File: src/rtl/loop_addr_consts.svh
// Offsets, field positions, reset values and sizes of the looping address update unit.
`ifndef LOOP_ADDR_CONSTS_SVH
`define LOOP_ADDR_CONSTS_SVH
`define ADDR_WIDTH          16
`define CTRL_WIDTH          11
`define CTRL_RESET          11'h000
`define CTRL_MASK_LSB       0
`define CTRL_MASK_MSB       3
`define CTRL_R_BANK_BIT     7
`define CTRL_B_BANK_BIT     8
`define CTRL_POST_BIT       9
`define CTRL_AIR_COND_BIT   10
`define NUM_ADDR_REGS       16
`define NUM_OFFSET_SLOTS    8
`define NUM_CMP_REGS        4
`define OFFSET_DATA_PORT    2'h3
`define REG_CONTROL_OFFSET  8'h00
`define REG_STATUS_OFFSET   8'h04
`define REG_ADDR_BASE       8'h40
`define REG_OFFSET_BASE     8'h80
`define REG_CMP_BASE        8'ha0
`define REG_INIT_BASE       8'hb0
`endif

File: src/rtl/loop_addr_pkg.sv
// Types shared by the looping address update unit and its bench.
package loop_addr_pkg;
    typedef enum logic [1:0] {
        loop_increment_op,
        loop_add_offset_op,
        loop_decrement_op,
        loop_subtract_offset_op
    } loop_op_type;

    typedef struct packed {
        loop_op_type op;
        logic [3:0]  r_sel;
        logic [1:0]  b_sel;
        logic [1:0]  c_sel;
    } instr_type;

    typedef enum logic [2:0] {
        sel_none,
        sel_control,
        sel_status,
        sel_addr,
        sel_offset,
        sel_cmp,
        sel_init
    } reg_kind_type;

    typedef struct packed {
        reg_kind_type kind;
        logic [3:0]   idx;
    } reg_sel_type;
endpackage : loop_addr_pkg

File: src/rtl/looping_address_update_unit.sv
// Looping address update unit with an APB register slave.
//
// The implementer's own choices: register access over APB and the address map.
`include "loop_addr_consts.svh"

// Operation
// - Pre-update emits the unmodified address, post-update emits the modified one.
// - Modified address is written back unless the instruction reloads the register.
// - Source address is the selected address register or the data port.
// - Modifications are add offset, subtract offset, add one, subtract one.
// - Boundary reached reloads the source register from the initialization register with the compare register's index.
// - Boundary compare is unsigned sixteen bit.
// - Increasing ops flag when emitted address is at or above the bound.
// - Decreasing ops flag when emitted address is at or below the bound.
// - Compare flag enables reload and drives the compare output pin.
// - Reload only when the matching reinitialization mask bit is set.
// - Mask bit clear always writes the modified address, ignoring the flag.
// - Post-update emits, tests and reloads in the same instruction.
// - Pre-update shows a modified address only on a later use of that register.
// - Pre-update tests a stored address only when a later instruction emits it.
// - Compare direction follows the emitting instruction, not the producing one.
// - Control bit nine set selects post-update, clear selects pre-update.
// - Conditional alternate-instruction mode suppresses every reload.
module looping_address_update_unit
    import loop_addr_pkg::*;
(
    input  wire logic        core_clk,
    input  wire logic        reset,
    input  wire logic [7:0]  paddr,
    input  wire logic        psel,
    input  wire logic        penable,
    input  wire logic        pwrite,
    input  wire logic [31:0] pwdata,
    output logic      [31:0] prdata,
    output logic             pready,
    output logic             pslverr,
    input  wire logic        instr_valid,
    input  wire instr_type   instr,
    input  wire logic        data_port_select_in,
    input  wire logic [15:0] data_port_in,
    output logic      [15:0] addr_out,
    output logic             addr_valid,
    output logic             compare_zero_out
);
    logic [10:0] control_word_reg;
    logic [15:0] addr_reg   [`NUM_ADDR_REGS];
    logic [15:0] offset_reg [`NUM_OFFSET_SLOTS];
    logic [15:0] cmp_reg    [`NUM_CMP_REGS];
    logic [15:0] init_reg   [`NUM_CMP_REGS];

    logic [3:0]  r_idx;
    logic [2:0]  b_idx;
    logic [15:0] src_val;
    logic [15:0] off_val;
    logic [15:0] mod_val;
    logic [15:0] emit_val;
    logic [15:0] bound_val;
    logic        post_mode;
    logic        cmp_flag;
    logic        reload;
    reg_sel_type wsel;
    logic        apb_write;
    logic [31:0] read_next;
    logic        err_next;

    function automatic logic is_increasing(input loop_op_type op);
        return (op == loop_increment_op) || (op == loop_add_offset_op);
    endfunction : is_increasing

    // Offset slots 3 and 7 stand for the data port and hold no storage.
    function automatic reg_sel_type decode(input logic [7:0] a);
        reg_sel_type s;
        s.kind = sel_none;
        s.idx  = a[5:2];
        if (a[1:0] != 2'h0) begin
            s.kind = sel_none;
        end else if (a == `REG_CONTROL_OFFSET) begin
            s.kind = sel_control;
        end else if (a == `REG_STATUS_OFFSET) begin
            s.kind = sel_status;
        end else if (a[7:6] == `REG_ADDR_BASE >> 6) begin
            s.kind = sel_addr;
        end else if (a[7:5] == `REG_OFFSET_BASE >> 5) begin
            s.kind = (a[4:2] == 3'h3 || a[4:2] == 3'h7) ? sel_none : sel_offset;
        end else if (a[7:4] == `REG_CMP_BASE >> 4) begin
            s.kind = sel_cmp;
        end else if (a[7:4] == `REG_INIT_BASE >> 4) begin
            s.kind = sel_init;
        end
        return s;
    endfunction : decode

    // Bank bit applies only to the offset ops, which name one of eight registers.
    always_comb begin
        post_mode = control_word_reg[`CTRL_POST_BIT];
        r_idx     = instr.r_sel;
        if (instr.op == loop_add_offset_op || instr.op == loop_subtract_offset_op) begin
            r_idx = {control_word_reg[`CTRL_R_BANK_BIT], instr.r_sel[2:0]};
        end
        b_idx     = {control_word_reg[`CTRL_B_BANK_BIT], instr.b_sel};
        src_val   = data_port_select_in ? data_port_in : addr_reg[r_idx];
        off_val   = (instr.b_sel == `OFFSET_DATA_PORT) ? data_port_in : offset_reg[b_idx];
        case (instr.op)
            loop_add_offset_op:      mod_val = src_val + off_val;
            loop_subtract_offset_op: mod_val = src_val - off_val;
            loop_increment_op:       mod_val = src_val + 16'h0001;
            loop_decrement_op:       mod_val = src_val - 16'h0001;
            default:                 mod_val = src_val;
        endcase
        emit_val  = post_mode ? mod_val : src_val;
        bound_val = cmp_reg[instr.c_sel];
        // Only the emitted value is tested, so a pre-update result waits for its next use.
        if (is_increasing(instr.op)) begin
            cmp_flag = (emit_val >= bound_val);
        end else begin
            cmp_flag = (emit_val <= bound_val);
        end
        reload = cmp_flag && control_word_reg[instr.c_sel]
                 && !control_word_reg[`CTRL_AIR_COND_BIT];
    end

    always_comb begin
        wsel      = decode(paddr);
        apb_write = psel && penable && pready && pwrite && (wsel.kind != sel_none);
        read_next = 32'h0000_0000;
        err_next  = (wsel.kind == sel_none);
        case (wsel.kind)
            sel_control: read_next = {21'h000000, control_word_reg};
            sel_status:  read_next = {15'h0000, compare_zero_out, addr_out};
            sel_addr:    read_next = {16'h0000, addr_reg[wsel.idx]};
            sel_offset:  read_next = {16'h0000, offset_reg[wsel.idx[2:0]]};
            sel_cmp:     read_next = {16'h0000, cmp_reg[wsel.idx[1:0]]};
            sel_init:    read_next = {16'h0000, init_reg[wsel.idx[1:0]]};
            default:     read_next = 32'h0000_0000;
        endcase
    end

    // Answer is registered at the setup edge, so every access phase is one cycle.
    always_ff @(posedge core_clk) begin
        if (reset) begin
            pready  <= 1'b0;
            prdata  <= 32'h0000_0000;
            pslverr <= 1'b0;
        end else begin
            pready  <= psel && !penable;
            prdata  <= (psel && !penable && !pwrite) ? read_next : 32'h0000_0000;
            pslverr <= psel && !penable && err_next;
        end
    end

    always_ff @(posedge core_clk) begin
        if (reset) begin
            control_word_reg <= `CTRL_RESET;
        end else if (apb_write && wsel.kind == sel_control) begin
            control_word_reg <= pwdata[10:0];
        end
    end

    // An instruction beats a software write to any address register in the same cycle.
    always_ff @(posedge core_clk) begin
        if (reset) begin
            for (int k = 0; k < `NUM_ADDR_REGS; k++) begin
                addr_reg[k] <= 16'h0000;
            end
        end else if (instr_valid) begin
            addr_reg[r_idx] <= reload ? init_reg[instr.c_sel] : mod_val;
        end else if (apb_write && wsel.kind == sel_addr) begin
            addr_reg[wsel.idx] <= pwdata[15:0];
        end
    end

    always_ff @(posedge core_clk) begin
        if (reset) begin
            for (int k = 0; k < `NUM_OFFSET_SLOTS; k++) begin
                offset_reg[k] <= 16'h0000;
            end
            for (int k = 0; k < `NUM_CMP_REGS; k++) begin
                cmp_reg[k]  <= 16'h0000;
                init_reg[k] <= 16'h0000;
            end
        end else if (apb_write) begin
            if (wsel.kind == sel_offset) begin
                offset_reg[wsel.idx[2:0]] <= pwdata[15:0];
            end
            if (wsel.kind == sel_cmp) begin
                cmp_reg[wsel.idx[1:0]] <= pwdata[15:0];
            end
            if (wsel.kind == sel_init) begin
                init_reg[wsel.idx[1:0]] <= pwdata[15:0];
            end
        end
    end

    // The flag pin holds the last looping result until the next instruction.
    always_ff @(posedge core_clk) begin
        if (reset) begin
            addr_out         <= 16'h0000;
            addr_valid       <= 1'b0;
            compare_zero_out <= 1'b0;
        end else begin
            addr_valid <= instr_valid;
            if (instr_valid) begin
                addr_out         <= emit_val;
                compare_zero_out <= cmp_flag;
            end
        end
    end
endmodule : looping_address_update_unit
File: config.mk
export PLATFORM = sky130hd
export DESIGN_NAME = looping_address_update_unit
export DESIGN_NICKNAME = d
export VERILOG_FILES = /design/src/rtl/loop_addr_pkg.sv /design/src/rtl/looping_address_update_unit.sv
export VERILOG_INCLUDE_DIRS = /design/src /design/src/rtl
export SDC_FILE = /design/constraint.sdc
export NUM_CORES = 1
export LEC_CHECK = 0
export BUFFER_PORTS_ARGS = -buffer_cell sky130_fd_sc_hd__buf_2
export CAP_MARGIN = 20
export CELL_PAD_IN_SITES_DETAIL_PLACEMENT = 0
export CELL_PAD_IN_SITES_GLOBAL_PLACEMENT = 1
export CORE_ASPECT_RATIO = 0.8
export CORE_UTILIZATION = 40
export CTS_CLUSTER_DIAMETER = 120
export DETAILED_ROUTE_END_ITERATION = 16
export PLACE_DENSITY = 0.64
export SETUP_SLACK_MARGIN = 0.5
export SLEW_MARGIN = 20
export SYNTH_ARGS = -nofsm -noshare
export SYNTH_HDL_FRONTEND = slang
export SYNTH_SLANG_ARGS = --single-unit
export TNS_END_PERCENT = 5
File: constraint.sdc
create_clock -name core_clk -period 8.9 [get_ports core_clk]
set_input_delay 1.78 -clock core_clk [delete_from_list [all_inputs] [get_ports core_clk]]
set_output_delay 1.78 -clock core_clk [all_outputs]
set_load 0.01 [all_outputs]
* Yosys cells after proc, flatten, opt, wreduce, memory -nomap -nowiden
Memories as Yosys holds them, arrays and structs flattened. Index checks and enable logic that the tools add are counted.
Word-level totals: flip-flop bits (word level) 63, bits in latches 0, RAM bits 512, ROM bits 0, bits of input ports 73, output and inout port bits 52, logic and storage cells 118, memories 4
Operators by class: add/subtract/negate cells 4, multipliers 0, div/mod/pow operators 0, $lt $le $gt $ge 3, eq/ne operators 17, shift operators 0, muxes and demuxes 54, bitwise gates (word level) 1, reduce and logical (&&, ||, !) cells 28
Memories:
- addr_reg | words 16, width 16, read ports 2, clocked after Yosys merged registers in 0, wr ports 16, line looping_address_update_unit.sv:46 | logic [15:0] addr_reg [`NUM_ADDR_REGS];
- offset_reg | words 8, width 16, read ports 2, clocked after Yosys merged registers in 0, wr ports 8, line looping_address_update_unit.sv:47 | logic [15:0] offset_reg [`NUM_OFFSET_SLOTS];
- cmp_reg | words 4, width 16, read ports 2, clocked after Yosys merged registers in 0, wr ports 4, line looping_address_update_unit.sv:48 | logic [15:0] cmp_reg [`NUM_CMP_REGS];
- init_reg | words 4, width 16, read ports 2, clocked after Yosys merged registers in 0, wr ports 4, line looping_address_update_unit.sv:49 | logic [15:0] init_reg [`NUM_CMP_REGS];
Operators by type and width (number):
- two-way mux 16 bit | 9
- case mux 17 bit (6 select lines) | 1
- OR reduction 16 bit | 5
- case mux 16 bit (4 select lines) | 1
- two-way mux 1 bit | 28
- two-way mux 3 bit | 9
- adder 16 x 1 -> 16 bit, second input constant | 1
- adder 16 bit | 1
- >= comparator 16 bit | 1
- <= comparator 16 bit | 1
- subtractor 16 x 1 -> 16 bit, second input constant | 1
- subtractor 16 bit | 1
- == test 3 bit, second input constant | 5
- two-way mux 4 bit | 3
- logical AND 1 bit | 11
- == test 3 x 2 -> 1 bit, second input constant | 3
- == test 4 bit, second input constant | 2
- == test 8 x 3 -> 1 bit, second input constant | 1
- logical NOT 8 bit | 1
- == test 2 bit, second input constant | 3
- < comparator 2 x 5 -> 1 bit, second input constant | 1
- == test 2 x 1 -> 1 bit, second input constant | 2
- two-way mux 2 bit | 2
- == test 3 x 1 -> 1 bit, second input constant | 1
- other kinds (9) | 13

* Longest topological paths before layout
Gate-level depths: netlist of the first run.
depth in word-level cells 17, gate-level depth with buffers 33, gate-level depth less buffers 28

* Worst setup path before layout of the first run
OpenSTA, ideal clock, no wires.
kind input port to flip-flop, start point in instr[4] (netlist name), end point mem addr_reg[5][4] (data pin), arrival 7773 ps, data required time 8634 ps, setup slack 861 ps, cell stages on the path 27, cell sequence buf_2 buf_1 mux4_2 mux4_2 mux2i_1 inv_1 ha_1 nor2b_1 o21ai_1 a21oi_1 nor3_1 o31ai_1 a211oi_1 a211oi_1 a21oi_1 ha_1 nand4_1 nor3_1 o21ai_1 a21oi_1 nor4_2 nor3_2 buf_4 mux2_1 mux2i_2 buf_2 nor2_1
RTL lines:
- from (decl) | line looping_address_update_unit.sv:38 | input wire instr_type instr,
- to (decl) | line looping_address_update_unit.sv:46

==> key figures, run 1 <==
Cells and area
  • Fill cell count: 6621
  • Commonest non-fill, non-tap cell in the layout: edfxtp_1
  • Final Cell Area: 34470 sq um
  • Most frequent cells in the layout: edfxtp_1, nor2_1, mux4_2
  • Nets: 2471
  • Multi-input gate area: 12960 sq um
  • Max reg flops: 256
  • Register area: 16340 sq um
  • Layout cells sized above 1: 27.66%
  • Area Growth Syn to Fin: 14.30%

Logic synthesis
  • Top FF cell, synth: edfxtp_1
  • Post-synth EDFFs: 512
  • Asr flop ratio synth: 0%
  • Netlist cell types: 74
  • Post-synthesis sequential area ratio: 54.17%
  • Cell taking the most area after synthesis: edfxtp_1
  • Avg Cell Area, Syn: 13.51 sq um
  • Synth Instances: 2232
  • Mapped cell area: 30150 sq um
  • Synth warn: 0
  • Post-synthesis register bit count: 560
  • Synth top area share: 50.99%
  • Top cells by area, synth: edfxtp_1, mux4_2, nor2_1

Timing
  • RSZ-0062 raised after global routing: false
  • Final min period: 7.963 ns
  • Final setup violation count: 0
  • Final clock skew: 0.01688 ns
  • Peak Freq: 0.1256 GHz
  • Relative slew slack: 18.67%
  • Final setup TNS: 0 ns
  • Tightest Pin Transition: 1.219 ns
  • Final Hold Viols: 0
  • Slew Limit Fails: 0
  • Period utilization: 89.47%

Min path
  • Hold Crit Class: reg -> reg

GRT
  • Final global-route overflow total: 0
  • First-pass GRT wire length: 149.1 mm
  • Initial antenna violation count: 3
  • Number of global-route vias before repair: 20458
  • GRT Overall Usage: 27.76%
  • Largest net degree at the start of global routing: 94

Route
  • Final ANT Viol Nets: 0
  • Via/cell ratio: 6.025
  • Drt wl/cell: 30.77 microns
  • Total Routed Length: 105.2 mm
  • Vias: 20588
  • Residual DRC count: 0
  • First drt pass iteration count: 7
  • Initial detailed-routing violation count: 2624

Clocking
  • CTS Sinks: 560
  • Post-CTS sizing: 0
  • H-tree depth: 2
  • CTS root buf: clkbuf_16
  • Post-CTS Hold Buffers: 0
  • CTS Buffer Depth: 3
  • Worst-path clk slew: 0.06 ns
  • Worst skew pair latency: 0.64 ns
  • Post-CTS Setup Bufs: 0
  • CTS tree: yes
  • CTS Buf Count: 59

Placement
  • Buffers added on ports: 93
  • DP HPWL: 70.64 mm
  • GPL Wtd Cong: 0.9247
  • Area post-placement: 32420 sq um

Pwr
  • Worst vdd ir: 0.0001356 V
  • Sw Pwr: 0.001877 W
  • Logic gate share of total power: 18.0%
  • P_int: 0.004884 W
  • Leak Pwr: 12.79 nW
  • Power share of the sequential group: 44.6%
  • Clk pwr share: 37.4%
  • Sw frac: 27.77%
  • Pwr/cell area: 196.2 nW/um^2

Floorplan
  • Die area: 76490 sq um
  • Die height: 247.6 microns
  • I/O pin total: 125
  • Die width: 309.0 microns
  • Core ar.: 74160 sq um
  • Num rows: 89
  • Initial Util: 40.66%

Run
  • Max Cap Viol: 0

Setup path
  • Startpoint class of the critical path: input pin
  • Worst-path maximum fanout: 36
  • Required @ worst endpoint: 9.27 ns
  • CP Class: in -> reg
  • Crit. End Element: flip-flop
  • Critical Path AT: 8.34 ns

Run status
  • Outcome: finished, final reports clean
metrics by stage:
stage / hold slack [ns] / setup WS (ns) / total power [W] / utilization, % / std cells
final: 0.4563 / 0.9368 / 0.006761 / 46.47 / 3417
after global routing: 0.4842 / 0.5345 / 0.006960 / 46.47 / 3416
after CTS: 0.4577 / 0.7144 / 0.006772 / 46.37 / 3414
after detailed placement: 0.4497 / 0.08558 / 0.004266 / 43.71 / 3303
after global placement: 0.4438 / 0.1539 / 0.004248 / 43.70 / 3302
after floorplan: 0.4359 / 0.8612 / 0.003756 / - / 2278
power by group through the flow:
stage	sequential (W)	clock, W	combinational, W
after floorplan	0.00305	0	0.000705
after global placement	0.00306	0	0.00119
after detailed placement	0.00307	0	0.00120
after CTS	0.00301	0.00256	0.00120
after global routing	0.00302	0.00266	0.00128
final	0.00301	0.00253	0.00122
layout make-up:
class                   count  share of cell area (%)
repair buffers            223                   4.933
clock buffers              77                   4.814
diodes                      1                0.007260
well taps                1001                   3.634
multi-input cells        1456                   37.60
inverters                  65                  0.7079
flip-flops and latches    560                   47.40
clock inverters            34                  0.9075
path summary, 6_finish.rpt:
| path | startpoint | to | slack, ns | depth (start not counted) |
|---|---|---|---|---|
| worst max-delay path | instr[4] | addr_reg[10][5]$_SDFFCE_PN0P_ | 0.94 | 28 |
| worst min-delay path | control_word_reg[5]$_SDFFE_PP0P_ | control_word_reg[5]$_SDFFE_PP0P_ | 0.46 | 2 |
| worst max register to register | control_word_reg[8]$_SDFFE_PP0P_ | addr_reg[10][5]$_SDFFCE_PN0P_ | 1.55 | 30 |
| worst min register to register | control_word_reg[5]$_SDFFE_PP0P_ | control_word_reg[5]$_SDFFE_PP0P_ | 0.46 | 2 |
metal layers:
layer	up-vias	part of all wire, %	global-route usage, %
met3	156	10	6.763
li1	8708	-	-
met2	1118	43	40.89
met1	10602	44	40.99
met4	4	2.4	7.164
met5	-	0.025	0
worst max-delay path, stage by stage:
cell,delay [ns]
buf_4,0.12
buf_16,0.29
mux4_2,0.57
mux4_2,0.53
mux2i_1,0.32
inv_1,0.09
ha_1,0.34
nor2b_1,0.15
o21ai_1,0.15
a21oi_1,0.13
nor3_2,0.28
o31ai_4,0.11
a21o_1,0.21
a211oi_1,0.22
buf_4,0.19
a21oi_1,0.18
ha_1,0.42
nand4_1,0.18
nor3_2,0.27
buf_4,0.14
nand4_1,0.12
o211a_1,0.16
nor3_2,0.26
buf_12,0.18
mux2_1,0.34
mux2i_2,0.31
buf_12,0.19
nor2_1,0.05
kinds of logic after synthesis:
| kind of cell | after synthesis | synth area share, % |
|---|---|---|
| muxes | 372 | 23.65 |
| xor gates and xnor gates | 21 | 0.6100 |
| buffers and inverters | 262 | 3.838 |
| and+or+nand+nor | 773 | 11.77 |
| DFF | 560 | 54.17 |
| AOI/OAI and AO/OA | 210 | 4.552 |
| other | 1 | 0.01244 |
| adders and majority gates | 33 | 1.394 |
cells in the mapped netlist (4+ instances only):
master,instances
edfxtp_1,512
nor2_1,341
mux4_2,262
nand2_1,164
clkbuf_1,117
and2_1,99
nor3_1,84
mux2i_1,70
inv_1,63
a21oi_1,61
dfxtp_1,48
buf_2,38
ha_1,32
o21ai_0,32
mux2_2,25
buf_4,23
and3_1,20
o21ai_1,16
o211ai_1,15
buf_1,14
xnor2_1,14
a222oi_1,11
nor3_2,11
o31ai_1,11
a21o_1,10
o21a_1,10
nor2b_1,9
nand2b_1,8
o22ai_1,8
mux2_1,7
or3_1,7
xor2_1,7
a22o_1,6
nand4_1,6
nand3_1,5
a31o_2,4
mux4_1,4
or2_1,4
No activity file was read; power rests on OpenSTA's default activity.
==> inputs of run 2 (changes only) <==
- ABC_AREA: default -> 1
- PLACE_DENSITY: 0.64 -> 0.69
==> run 2 against run 1 <==
Die area down 1.4%. Global-route usage rose by 4.1 points. Critical endpoint is now addr_reg[8][7]$_SDFFCE_PN0P_. Highest routed layer unchanged. Critical path depth increased by 9. Fmax grew 0.84%. Synthesized cell count grew 51%. Clock power rose by 6%. Wire length increased by 16%. Via count rose by 31%. Combinational power fell by 3%.
==> key figures, run 2 <==
Route
  • Total Routed Length: 122.3 mm (+16%)
  • Residual DRC count: 0 (unchanged)
  • First drt pass iteration count: 6 (-1)
  • Initial detailed-routing violation count: 3605 (+37%)
  • Drt wl/cell: 27.55 microns (-10%)
  • Vias: 26939 (+31%)
  • Final ANT Viol Nets: 0 (unchanged)
  • Via/cell ratio: 6.067 (+0.70%)

Timing
  • Period utilization: 88.73% (-0.75 points)
  • Final setup TNS: 0 ns (unchanged)
  • Final min period: 7.897 ns (-0.06660 ns)
  • Final setup violation count: 0 (unchanged)
  • Final Hold Viols: 0 (unchanged)
  • Final clock skew: 0.02782 ns (+0.01094 ns)
  • Slew Limit Fails: 0 (unchanged)
  • Tightest Pin Transition: 1.150 ns (-0.06906 ns)
  • Relative slew slack: 23.17% (+4.5 points)
  • RSZ-0062 raised after global routing: false
  • Peak Freq: 0.1266 GHz (+0.84%)

Cells and area
  • Register area: 16340 sq um (unchanged)
  • Most frequent cells in the layout: nor2_1, nand2_1, edfxtp_1
  • Fin util: 45.34% (-1.1 points)
  • Max reg flops: 256 (unchanged)
  • Area Growth Syn to Fin: 12.21%
  • Layout cells sized above 1: 9.977% (-18 points)
  • Fill cell count: 7040 (+6.3%)
  • Nets: 3493 (+41%)
  • Commonest non-fill, non-tap cell in the layout: nor2_1
  • Multi-input gate area: 11880 sq um (-8.3%)

Clocking
  • CTS Buffer Depth: 3 (unchanged)
  • Worst skew pair latency: 0.65 ns (about the same)
  • CTS Buf Count: 60 (+1.7%)
  • CTS tree: yes
  • Worst-path clk slew: 0.07 ns (about the same)
  • CTS root buf: clkbuf_16
  • H-tree depth: 2 (unchanged)
  • Post-CTS Hold Buffers: 0 (unchanged)
  • CTS Sinks: 560 (unchanged)

Pwr
  • Pwr/cell area: 205.8 nW/um^2 (+4.9%)
  • Worst vdd ir: 0.0001393 V (+2.8%)
  • Leak Pwr: 12.83 nW (+0.32%)

Logic synthesis
  • Asr flop ratio synth: 0% (unchanged)
  • Netlist cell types: 56 (-24%)
  • Avg Cell Area, Syn: 8.844 sq um (-35%)
  • Synth top area share: 51.70% (+0.71 points)
  • Post-synthesis register bit count: 560 (unchanged)
  • Top cells by area, synth: edfxtp_1, nor2_1, nand2_1
  • Mapped cell area: 29740 sq um (-1.4%)
  • Synth Instances: 3363 (+51%)
  • Top FF cell, synth: edfxtp_1
  • Count leader, synth: nor2_1
  • Post-synthesis sequential area ratio: 54.93% (+0.75 points)
  • Synth warn: 0 (unchanged)
  • Post-synth EDFFs: 512 (unchanged)
  • Synth top cells by count: nor2_1, nand2_1, edfxtp_1
  • Cell taking the most area after synthesis: edfxtp_1

GRT
  • Initial antenna violation count: 7 (+4)
  • Number of global-route vias before repair: 25073 (+23%)
  • First-pass GRT wire length: 174.2 mm (+17%)
  • GRT Overall Usage: 31.88% (+4.1 points)
  • Largest net degree at the start of global routing: 105 (+12%)
  • Final global-route overflow total: 0 (unchanged)

Setup path
  • Critical path's most frequent cell: nand2_1
  • Slowest CP cell: o21ai_2
  • Worst-path maximum fanout: 19 (-47%)
  • Startpoint class of the critical path: input pin
  • Critical Path AT: 8.25 ns (-0.09 ns)
  • Required @ worst endpoint: 9.26 ns (about the same)
  • Crit. End Element: flip-flop
  • CP Class: in -> reg
  • Top delay family on crit path: simple AND/OR/NAND/NOR gates
  • Worst path bufs/invs: 6 (-1)
  • CP max stage delay: 0.44 ns (-0.13 ns)

Floorplan
  • Initial Util: 40.41% (-0.25 points)
  • Num rows: 89 (unchanged)
  • Die area: 75450 sq um (-1.4%)
  • Die height: 245.9 microns (-0.68%)
  • Die width: 306.9 microns (-0.68%)
  • I/O pin total: 125 (unchanged)
  • Core ar.: 73610 sq um (-0.75%)

Placement
  • GPL Wtd Cong: 0.9820 (+6.2%)
  • DP HPWL: 80.52 mm (+14%)
  • Buffers added on ports: 93 (unchanged)

Min path
  • Hold Crit Class: reg -> reg

Run
  • Max Cap Viol: 0 (unchanged)

Run status
  • Outcome: finished, final reports clean
-- run 2: cell count changes after synthesis, sizes merged, moves of 32 or more --
cell    previous run  this run
a21oi             64       147
and2              99         1
clkbuf           118       169
inv               65       153
mux2              32         0
mux2i             74         0
mux4             266         0
nand2            164       580
nand3              6       144
nor2             341       673
o21ai             48       311
o22ai              8       193
-- run 2: final timing paths --
| kind | slack, ns | end | start | depth (start not counted) |
|---|---|---|---|---|
| setup / recovery | 1.00 | addr_reg[8][7]$_SDFFCE_PN0P_ | instr[3] | 37 |
| hold / removal | 0.46 | control_word_reg[6]$_SDFFE_PP0P_ | control_word_reg[6]$_SDFFE_PP0P_ | 2 |
| setup reg to reg | 1.71 | addr_reg[8][7]$_SDFFCE_PN0P_ | control_word_reg[8]$_SDFFE_PP0P_ | 35 |
| hold reg to reg | 0.46 | control_word_reg[6]$_SDFFE_PP0P_ | control_word_reg[6]$_SDFFE_PP0P_ | 2 |
-- run 2: through the flow --
step	cell area (sq um)	total power (W)	cells	worst slack, ns	hold slack [ns]
after floorplan	29910	0.003732	3409	1.759	0.4241
final	33370	0.006868	4440	1.003	0.4612
after global routing	33370	0.007039	4439	0.4914	0.4807
after CTS	33360	0.006833	4439	1.041	0.4578
after global placement	31270	0.004189	4326	0.4488	0.4372
after detailed placement	31270	0.004206	4326	0.4047	0.4485
-- run 2: what timing repair did --
item	CTS	global route
setup buffers	0	0
resized for setup	0	1
endpoints found under the setup margin	0	164
-- run 2: worst min-delay path, stage by stage (launching register included) --
cell and delay, ns:
dfxtp_1 0.31, inv_1 0.05, a21oi_1 0.05
-- run 2: logic make-up after synthesis --
group / after synthesis / share of synthesized area [%]
buffers and inverters: 430 / 5.886
adders and majority gates: 33 / 1.414
DFF: 560 / 54.93
xor gates and xnor gates: 23 / 0.6773
AOI/OAI and AO/OA: 809 / 16.21
and+or+nand+nor: 1507 / 20.88
other: 1 / 0.01261
-- run 2: report_power, final --
group          internal, W  switching (W)
sequential         0.00297      0.0000495
combinational     0.000286       0.000889
clock              0.00155        0.00112
-- run 2: cell type report --
type | instances | share of cell area, %
clock buffers | 76 | 5.088
multi-input cells | 2419 | 35.61
clock inverters | 37 | 1.159
repair buffers | 177 | 3.517
diodes | 1 | 0.007499
well taps | 1001 | 3.753
inverters | 169 | 1.916
flip-flops and latches | 560 | 48.95
-- run 2: metal layers --
| layer | part of all wire, % | routed length, microns | global-route usage (%) |
|---|---|---|---|
| met1 | 42 | 51940 | 46.88 |
| met2 | 43 | 52590 | 47.05 |
| met3 | 11 | 13590 | 5.628 |
| met4 | 3.4 | 4182 | 10.90 |
| met5 | 0.020 | 25 | 0 |
